### src/hdl/iocd_params.svh
// Constants of the I/O channel job dispatcher
`ifndef IOCD_PARAMS_SVH
`define IOCD_PARAMS_SVH

// ----------------------------------------------------------------
// Register offsets on the plain register port
// ----------------------------------------------------------------
`define IOCD_REG_CTRL 4'h0
`define IOCD_REG_JTP 4'h1
`define IOCD_REG_ISLOC 4'h2
`define IOCD_REG_ISLIM 4'h3
`define IOCD_REG_STAT 4'h4
`define IOCD_REG_ISCNT 4'h5

// ----------------------------------------------------------------
// Job word fields and entry type codes
// ----------------------------------------------------------------
`define IOCD_TYPE_HI 31
`define IOCD_TYPE_LO 29
`define IOCD_CH_HI 28
`define IOCD_CH_LO 26
`define IOCD_PGM_HI 25
`define IOCD_PGM_LO 13
`define IOCD_ARG_HI 12
`define IOCD_ARG_LO 0
`define IOCD_LIM_HI 25
`define IOCD_LIM_LO 16
`define IOCD_ENT_NEW_JOB 3'h1
`define IOCD_ENT_NEW_ARG 3'h2
`define IOCD_ENT_STOP 3'h3
`define IOCD_ENT_NEW_TABLE 3'h4
`define IOCD_ENT_NEW_STACK 3'h5

// ----------------------------------------------------------------
// Reset values, status codes and sizes
// ----------------------------------------------------------------
`define IOCD_RST_WORD 32'h0000_0000
`define IOCD_RST_ADDR 16'h0000
`define IOCD_RST_LIM 10'h000
`define IOCD_ST_DONE 2'h1
`define IOCD_ST_ERR 2'h2
`define IOCD_NCH 8
`define IOCD_STAT_OFS 16'h0001

`endif

### src/hdl/iocd_pkg.sv
// Types shared by the I/O channel job dispatcher
package iocd_pkg;
  typedef enum logic [3:0] {
    IOCD_IDLE, IOCD_FETCH, IOCD_DECODE, IOCD_PARAM, IOCD_BYTE_RD,
    IOCD_BYTE_WR, IOCD_TERM_STAT, IOCD_TERM_PUSH
  } iocd_state_t;

  // Local descriptor: byte count, status, buffer address
  typedef struct packed {
    logic [15:0] count;
    logic [1:0] status;
    logic [15:0] buf_addr;
  } iocd_desc_t;
endpackage

### src/hdl/iocd_desc_if.sv
// Carrier between the dispatcher and its descriptor store
`timescale 1ns/1ns
`default_nettype none
interface iocd_desc_if;
  logic we;
  logic [2:0] ch;
  iocd_pkg::iocd_desc_t wdata;
  iocd_pkg::iocd_desc_t rdata;
  modport owner (output we, output ch, output wdata, input rdata);
  modport store (input we, input ch, input wdata, output rdata);
endinterface
`default_nettype wire

### src/hdl/iocd_desc_mem.sv
// Local memory of per-channel transfer descriptors
`timescale 1ns/1ns
`default_nettype none
`include "iocd_params.svh"
module iocd_desc_mem (
  input wire logic sys_clk, // System clock
  iocd_desc_if.store dport // Descriptor access
);
  import iocd_pkg::*;

  iocd_desc_t mem_q [`IOCD_NCH];

  // ----------------------------------------------------------------
  // One slot per channel, registered read
  // ----------------------------------------------------------------
  always_ff @(posedge sys_clk) begin
    if (dport.we) begin
      mem_q[dport.ch] <= dport.wdata;
    end
    dport.rdata <= mem_q[dport.ch];
  end
endmodule
`default_nettype wire

### src/hdl/iocd_dispatcher.sv
// I/O channel job dispatcher top: job table, channels, interrupt stack
//
// Design decisions made here: strobed register access and the register addresses.
`timescale 1ns/1ns
`default_nettype none
`include "iocd_params.svh"
module iocd_dispatcher (
  input wire logic sys_clk, // System clock 100 MHz
  input wire logic rst_n, // Async reset, active low
  input wire logic [3:0] reg_addr, // Register address
  input wire logic [31:0] reg_wdata, // Register write data
  input wire logic reg_wr, // Register write strobe
  input wire logic reg_rd, // Register read strobe
  output logic [31:0] reg_rdata, // Read data, cycle after strobe
  output logic mem_req, // Main memory request
  output logic mem_we, // Main memory write
  output logic [15:0] mem_addr, // Main memory word address
  output logic [31:0] mem_wdata, // Main memory write data
  input wire logic [31:0] mem_rdata, // Main memory read data
  input wire logic mem_ack, // Main memory done
  input wire logic [7:0] byte_rdy, // Peripheral byte offered, pins
  input wire logic [7:0] dev_err, // Peripheral error, pins
  output logic [7:0] start_line // Per-channel start to peripheral
);
  import iocd_pkg::*;

  iocd_desc_if dif ();
  iocd_desc_mem u_desc (
    .sys_clk(sys_clk),
    .dport(dif.store)
  );

  iocd_state_t state_q;
  logic enable_q;
  logic [15:0] jtp_q;
  logic [15:0] isloc_q;
  logic [9:0] islim_q;
  logic [9:0] iscnt_q;
  logic ovf_q;
  logic [31:0] word_q;
  logic [2:0] ch_q;
  logic [7:0] active_q;
  logic [7:0] pend_q;
  logic [7:0] term_q;
  logic [7:0] err_q;
  logic [15:0] arg_q [`IOCD_NCH];
  logic [31:0] job_q [`IOCD_NCH];
  logic [7:0] rdy_s1_q, rdy_s2_q, rdy_s3_q;
  logic [7:0] err_s1_q, err_s2_q;
  logic [2:0] entry;
  logic [2:0] wch;
  logic byte_any, term_any;
  logic [2:0] byte_ch, term_ch;
  logic [7:0] rdy_rise;
  logic mem_done;
  logic ovf_set;

  // ----------------------------------------------------------------
  // Pin synchronisers, then edge detect of byte_rdy on the second stage; dev_err is used as a level
  // ----------------------------------------------------------------
  always_ff @(posedge sys_clk or negedge rst_n) begin
    if (!rst_n) begin
      rdy_s1_q <= 8'h00;
      rdy_s2_q <= 8'h00;
      rdy_s3_q <= 8'h00;
      err_s1_q <= 8'h00;
      err_s2_q <= 8'h00;
    end else begin
      rdy_s1_q <= byte_rdy;
      rdy_s2_q <= rdy_s1_q;
      rdy_s3_q <= rdy_s2_q;
      err_s1_q <= dev_err;
      err_s2_q <= err_s1_q;
    end
  end
  assign rdy_rise = rdy_s2_q & ~rdy_s3_q;

  // Fixed priority: lowest channel number wins
  always_comb begin
    byte_any = 1'b0;
    byte_ch = 3'h0;
    term_any = 1'b0;
    term_ch = 3'h0;
    for (int i = `IOCD_NCH - 1; i >= 0; i--) begin
      if (pend_q[i]) begin
        byte_any = 1'b1;
        byte_ch = 3'(i);
      end
      if (term_q[i]) begin
        term_any = 1'b1;
        term_ch = 3'(i);
      end
    end
  end

  assign entry = word_q[`IOCD_TYPE_HI:`IOCD_TYPE_LO];
  assign wch = word_q[`IOCD_CH_HI:`IOCD_CH_LO];
  assign mem_done = mem_req & mem_ack;
  assign ovf_set = (state_q == IOCD_TERM_PUSH) && (iscnt_q >= islim_q);

  // ----------------------------------------------------------------
  // Dispatcher state machine
  // ----------------------------------------------------------------
  // Completions first, then bytes, then new jobs: keeps peripherals
  // from overrunning while the table is long.
  always_ff @(posedge sys_clk or negedge rst_n) begin
    if (!rst_n) begin
      state_q <= IOCD_IDLE;
      ch_q <= 3'h0;
      word_q <= `IOCD_RST_WORD;
    end else begin
      case (state_q)
        IOCD_IDLE: begin
          if (term_any) begin
            ch_q <= term_ch;
            state_q <= IOCD_TERM_STAT;
          end else if (byte_any) begin
            ch_q <= byte_ch;
            state_q <= IOCD_BYTE_RD;
          end else if (enable_q) begin
            state_q <= IOCD_FETCH;
          end
        end
        IOCD_FETCH: begin
          if (mem_done) begin
            word_q <= mem_rdata;
            state_q <= IOCD_DECODE;
          end
        end
        IOCD_DECODE: begin
          ch_q <= wch;
          if (entry == `IOCD_ENT_NEW_JOB) begin
            state_q <= IOCD_PARAM;
          end else if (entry == `IOCD_ENT_NEW_ARG && active_q[wch]) begin
            state_q <= IOCD_PARAM;
          end else begin
            state_q <= IOCD_IDLE;
          end
        end
        IOCD_PARAM: begin
          if (mem_done) begin
            state_q <= IOCD_IDLE;
          end
        end
        IOCD_BYTE_RD: begin
          state_q <= IOCD_BYTE_WR;
        end
        IOCD_BYTE_WR: begin
          state_q <= IOCD_IDLE;
        end
        IOCD_TERM_STAT: begin
          if (mem_done) begin
            state_q <= IOCD_TERM_PUSH;
          end
        end
        IOCD_TERM_PUSH: begin
          if (ovf_set || mem_done) begin
            state_q <= IOCD_IDLE;
          end
        end
        default: begin
          state_q <= IOCD_IDLE;
        end
      endcase
    end
  end

  // ----------------------------------------------------------------
  // Main memory master
  // ----------------------------------------------------------------
  always_comb begin
    mem_req = 1'b0;
    mem_we = 1'b0;
    mem_addr = jtp_q;
    mem_wdata = job_q[ch_q];
    if (state_q == IOCD_FETCH) begin
      mem_req = 1'b1;
    end else if (state_q == IOCD_PARAM) begin
      mem_req = 1'b1;
      mem_addr = 16'(word_q[`IOCD_ARG_HI:`IOCD_ARG_LO]);
    end else if (state_q == IOCD_TERM_STAT) begin
      mem_req = 1'b1;
      mem_we = 1'b1;
      mem_addr = arg_q[ch_q] + `IOCD_STAT_OFS;
      mem_wdata = {30'h0, err_q[ch_q] ? `IOCD_ST_ERR : `IOCD_ST_DONE};
    end else if (state_q == IOCD_TERM_PUSH && !ovf_set) begin
      mem_req = 1'b1;
      mem_we = 1'b1;
      mem_addr = isloc_q + 16'(iscnt_q);
    end
  end

  // ----------------------------------------------------------------
  // Descriptor store access
  // ----------------------------------------------------------------
  always_comb begin
    dif.we = 1'b0;
    dif.ch = ch_q;
    dif.wdata = dif.rdata;
    if (state_q == IOCD_PARAM && mem_done) begin
      dif.we = 1'b1;
      dif.wdata.count = mem_rdata[31:16];
      dif.wdata.status = 2'h0;
      dif.wdata.buf_addr = mem_rdata[15:0];
    end else if (state_q == IOCD_BYTE_WR) begin
      dif.we = 1'b1;
      dif.wdata.count = dif.rdata.count - 16'h0001;
      dif.wdata.buf_addr = dif.rdata.buf_addr + 16'h0001;
      if (dif.rdata.count == 16'h0001) begin
        dif.wdata.status = `IOCD_ST_DONE;
      end
    end
  end

  // ----------------------------------------------------------------
  // Job table pointer and interrupt stack registers
  // ----------------------------------------------------------------
  always_ff @(posedge sys_clk or negedge rst_n) begin
    if (!rst_n) begin
      jtp_q <= `IOCD_RST_ADDR;
      isloc_q <= `IOCD_RST_ADDR;
      islim_q <= `IOCD_RST_LIM;
    end else if (state_q == IOCD_DECODE && entry == `IOCD_ENT_NEW_TABLE) begin
      jtp_q <= word_q[15:0];
    end else if (state_q == IOCD_DECODE) begin
      jtp_q <= jtp_q + 16'h0001;
      if (entry == `IOCD_ENT_NEW_STACK) begin
        isloc_q <= word_q[15:0];
        islim_q <= word_q[`IOCD_LIM_HI:`IOCD_LIM_LO];
      end
    end else if (reg_wr) begin
      if (reg_addr == `IOCD_REG_JTP) begin
        jtp_q <= reg_wdata[15:0];
      end else if (reg_addr == `IOCD_REG_ISLOC) begin
        isloc_q <= reg_wdata[15:0];
      end else if (reg_addr == `IOCD_REG_ISLIM) begin
        islim_q <= reg_wdata[9:0];
      end
    end
  end

  // Stack fill count and sticky overflow; hardware set wins
  always_ff @(posedge sys_clk or negedge rst_n) begin
    if (!rst_n) begin
      iscnt_q <= `IOCD_RST_LIM;
      ovf_q <= 1'b0;
    end else begin
      if (state_q == IOCD_DECODE && entry == `IOCD_ENT_NEW_STACK) begin
        iscnt_q <= `IOCD_RST_LIM;
      end else if (state_q == IOCD_TERM_PUSH && mem_done) begin
        iscnt_q <= iscnt_q + 10'h001;
      end else if (reg_wr && reg_addr == `IOCD_REG_ISCNT) begin
        iscnt_q <= reg_wdata[9:0];
      end
      if (ovf_set) begin
        ovf_q <= 1'b1;
      end else if (reg_wr && reg_addr == `IOCD_REG_STAT && reg_wdata[0]) begin
        ovf_q <= 1'b0;
      end
    end
  end

  // ----------------------------------------------------------------
  // Channel state: active bit, start line, job word, argument base
  // ----------------------------------------------------------------
  always_ff @(posedge sys_clk or negedge rst_n) begin
    if (!rst_n) begin
      active_q <= 8'h00;
      start_line <= 8'h00;
      for (int i = 0; i < `IOCD_NCH; i++) begin
        arg_q[i] <= `IOCD_RST_ADDR;
        job_q[i] <= `IOCD_RST_WORD;
      end
    end else if (state_q == IOCD_DECODE) begin
      if (entry == `IOCD_ENT_NEW_JOB) begin
        active_q[wch] <= 1'b1;
        job_q[wch] <= word_q;
        arg_q[wch] <= 16'(word_q[`IOCD_ARG_HI:`IOCD_ARG_LO]);
      end else if (entry == `IOCD_ENT_NEW_ARG && active_q[wch]) begin
        arg_q[wch] <= 16'(word_q[`IOCD_ARG_HI:`IOCD_ARG_LO]);
        job_q[wch][`IOCD_ARG_HI:`IOCD_ARG_LO] <= word_q[`IOCD_ARG_HI:`IOCD_ARG_LO];
      end else if (entry == `IOCD_ENT_STOP) begin
        active_q[wch] <= 1'b0;
        start_line[wch] <= 1'b0;
      end
    end else if (state_q == IOCD_PARAM && mem_done) begin
      start_line[ch_q] <= active_q[ch_q];
    end else if (state_q == IOCD_TERM_PUSH && (ovf_set || mem_done)) begin
      active_q[ch_q] <= 1'b0;
    end else if (state_q == IOCD_TERM_STAT) begin
      start_line[ch_q] <= 1'b0;
    end
  end

  // Byte requests and terminations pending, per channel
  always_ff @(posedge sys_clk or negedge rst_n) begin
    if (!rst_n) begin
      pend_q <= 8'h00;
      term_q <= 8'h00;
      err_q <= 8'h00;
    end else begin
      for (int i = 0; i < `IOCD_NCH; i++) begin
        if (rdy_rise[i] && start_line[i] && !term_q[i]) begin
          pend_q[i] <= 1'b1;
        end else if (state_q == IOCD_BYTE_RD && ch_q == 3'(i)) begin
          pend_q[i] <= 1'b0;
        end else if (term_q[i]) begin
          pend_q[i] <= 1'b0;
        end
        if (err_s2_q[i] && start_line[i] && !term_q[i]) begin
          term_q[i] <= 1'b1;
          err_q[i] <= 1'b1;
        end else if (state_q == IOCD_BYTE_WR && ch_q == 3'(i) &&
                     dif.rdata.count == 16'h0001) begin
          term_q[i] <= 1'b1;
          err_q[i] <= 1'b0;
        end else if (state_q == IOCD_TERM_PUSH && ch_q == 3'(i) &&
                     (ovf_set || mem_done)) begin
          term_q[i] <= 1'b0;
        end
      end
    end
  end

  // ----------------------------------------------------------------
  // Register port
  // ----------------------------------------------------------------
  always_ff @(posedge sys_clk or negedge rst_n) begin
    if (!rst_n) begin
      enable_q <= 1'b0;
    end else if (reg_wr && reg_addr == `IOCD_REG_CTRL) begin
      enable_q <= reg_wdata[0];
    end
  end

  // Read data only in the cycle after the strobe, zero otherwise
  always_ff @(posedge sys_clk or negedge rst_n) begin
    if (!rst_n) begin
      reg_rdata <= `IOCD_RST_WORD;
    end else if (!reg_rd) begin
      reg_rdata <= `IOCD_RST_WORD;
    end else if (reg_addr == `IOCD_REG_CTRL) begin
      reg_rdata <= {31'h0, enable_q};
    end else if (reg_addr == `IOCD_REG_JTP) begin
      reg_rdata <= {16'h0, jtp_q};
    end else if (reg_addr == `IOCD_REG_ISLOC) begin
      reg_rdata <= {16'h0, isloc_q};
    end else if (reg_addr == `IOCD_REG_ISLIM) begin
      reg_rdata <= {22'h0, islim_q};
    end else if (reg_addr == `IOCD_REG_STAT) begin
      reg_rdata <= {8'h0, start_line, active_q, 6'h0, state_q != IOCD_IDLE, ovf_q};
    end else if (reg_addr == `IOCD_REG_ISCNT) begin
      reg_rdata <= {22'h0, iscnt_q};
    end else begin
      reg_rdata <= `IOCD_RST_WORD;
    end
  end
endmodule
`default_nettype wire

### config.mk
export PLATFORM = sky130hd
export DESIGN_NAME = iocd_dispatcher
export DESIGN_NICKNAME = d
export VERILOG_FILES = /design/src/hdl/iocd_pkg.sv /design/src/hdl/iocd_desc_if.sv /design/src/hdl/iocd_desc_mem.sv /design/src/hdl/iocd_dispatcher.sv
export VERILOG_INCLUDE_DIRS = /design/src /design/src/hdl
export SDC_FILE = /design/constraint.sdc
export NUM_CORES = 1
export LEC_CHECK = 0
export ABC_AREA = 1
export BUFFER_PORTS_ARGS = -buffer_cell sky130_fd_sc_hd__buf_2
export CORE_ASPECT_RATIO = 2
export CORE_MARGIN = 3
export CORE_UTILIZATION = 50
export DETAILED_ROUTE_END_ITERATION = 16
export GPL_TIMING_DRIVEN = 0
export PLACE_DENSITY = 0.67
export SETUP_SLACK_MARGIN = 0.4
export SYNTH_ARGS = -nofsm -noshare
export SYNTH_HDL_FRONTEND = slang
export SYNTH_HIERARCHICAL = 1
export SYNTH_SLANG_ARGS = --single-unit
export TNS_END_PERCENT = 50
### constraint.sdc
create_clock -name sys_clk -period 4.85 [get_ports sys_clk]
set_input_delay 0.97 -clock sys_clk [delete_from_list [all_inputs] [get_ports sys_clk]]
set_output_delay 0.97 -clock sys_clk [all_outputs]
set_load 0.02 [all_outputs]
==> metrics.cfg <==
[critical_path]
path_class = flop to primary output
path_cells = ha_1 > nand2_1 > nor2_1 > nand2_1 > and2_1 > nand3_2 > nand2_1 > inv_1 > a21oi_1 > a21oi_1 > buf_2
worstPathArrival_ps = 3500
endpoint_kind = primary output
slowest_stage = dfrtp_1
crit_top_cell = nand2_1
slowest_delay_ps = 470
worstRegToRegCells = 10
required_ps = 3880
crit_fanout = 9
cp-start-kind = flop

[placement]
post-place-cells = 4294
post-dp-hpwl_um = 75300
post-place-ws_ps = 648
io_buffer_count = 154
place_congestion = 1.03
post_dp_cell_area_um2 = 30600

[timing]
worst_slew_pin_slew_ps = 1250
rsz0062_at_grt = yes
slew_violations = 0
hold_viol = 0
finalCritPeriodShare_pct = 92.3
fmax_mhz = 223
period_needed_ps = 4470
slew_headroom_pct = 15.7
setup_viol = 0
worst_slack_ps = 376
finClkSkew_ps = 32.5

[finish]
layoutNonFillerInstCount = 4395
layout_commonest_cell = nand2_1
num-nets-final = 3716
fin_area_um2 = 32600
synthToLayoutAreaGrowth_pct = 13.9
drive_above_1_share_pct = 13.4
layout_common_cells = nand2_1, dfrtp_1, inv_1, o21ai_0, buf_2

[run_status]
status = finished, final reports clean

[synth]
avgSynthCellArea_um2 = 8.48
syn-instance-count = 3372
syn_area_um2 = 28600
yosysWarnings = 6

[grt]
antenna_found_initial = 1
grt_remaining_overflow = 0
grt_max_degree = 95
grt_pass1_vias = 24900
grt_util_all_layers_pct = 32.3
grt_pass1_wl_um = 146000

[clocking]
clk_latency_ps = 630
numCtsBuffers = 54
cts.sinks = 596
cts_tree = yes
clock_path_buffers = 3
clk_pin_slew_ps = 70
htreeDepth = 2
cts_root_buffer = clkbuf_16
hold_buffers = 0

[run]
max-cap-violations = 0

[floorplanning]
die_w_um = 175
fp.dieH_um = 344
row_count = 123
die-area_um2 = 60300
core_um2 = 56500
ioPinCount = 179
start_util_pct = 50.6

[min_path]
min_path_type = input port to asynchronous set/reset pin

[route]
wl_per_cell_um = 22.3
vias_per_cell = 5.65
antenna_left = 0
drcViolationCount = 0
totalWireLength_um = 98200
firstDrtPassIters = 6
drtIter0Drc = 2049
num_vias = 24800

[pwr]
ir_drop_uv = 384
p_leak_uw = 0.0156
powerDensity_nw_per_um2 = 544

[critical path: cells and delay by family (launching register included)]
| family | cells | cell delay, ps |
|---|---|---|
| compound gates | 2 | 450 |
| fa+ha+maj | 1 | 320 |
| buf+inv | 2 | 490 |
| flops | 1 | 470 |
| simple gates | 6 | 1150 |
[layer usage]
layer	global-route usage, %	up-vias	routed length, um
li1	-	11400	-
met1	32.7	11900	32200
met2	58.2	1051	50600
met3	4.24	445	5350
met4	27.7	0	10100
met5	0	-	0
[what timing repair did]
action	in CTS	in global routing
gates resized for setup	10	12
buffers inserted	0	1
setup endpoints to repair	19	20
[through the flow]
| stage | setup TNS [ps] | total power, uW | hold WS, ps | utilization [%] |
|---|---|---|---|---|
| 2_1_floorplan | 0 | 10300 | 331 | - |
| 3_3_place_gp | -2894850 | 12800 | 333 | 53.7 |
| 6_report | 0 | 17700 | 324 | 57.7 |
| 5_1_grt | 0 | 18500 | 360 | 57.7 |
| 3_5_place_dp | 0 | 12900 | 336 | 54.1 |
| 4_1_cts | 0 | 17600 | 351 | 57.6 |
[power breakdown]
part	switching [uW]	internal, uW
registers	583	5950
logic	4780	1700
clock network	2000	2730
[sequential cells by signal (all words and copies together) (netlist names), 8 cells and up, named ones only]
register,cells
arg_q,65
err_q,8
err_s1_q,8
err_s2_q,8
iscnt_q,10
islim_q,10
isloc_q,16
job_q,152
jtp_q,16
pend_q,8
rdy_s1_q,8
rdy_s2_q,8
rdy_s3_q,8
reg_rdata,24
start_line,8
term_q,8
u_desc/dport.rdata,16
u_desc/mem_q,128
word_q,32
[area by class of cell]
class | instances | area [um^2]
antenna | 1 | 2.50
buffer | 169 | 991
clock buffer | 65 | 1450
clock inverter | 34 | 478
fill | 5391 | 23900
inverter | 354 | 1340
multi-input combinational | 2260 | 10900
sequential | 596 | 15500
tap | 750 | 938
timing repair buffer | 166 | 996
[worst paths after layout]
kind	startpoint	endpoint	slack (ps)
min	rst_n	reg_rdata[9]	320
min reg2reg	err_s1_q[5]	err_s2_q[5]	350
max in group asynchronous	rst_n	rdy_s1_q[7]	2750
max reg2reg	state_q[0]	u_desc/mem_q[1][30]	1700
min in group sys_clk	err_s1_q[5]	err_s2_q[5]	350
max	iscnt_q[8]	mem_addr[5]	380
Note: power is estimated with default switching activity, not from simulation.
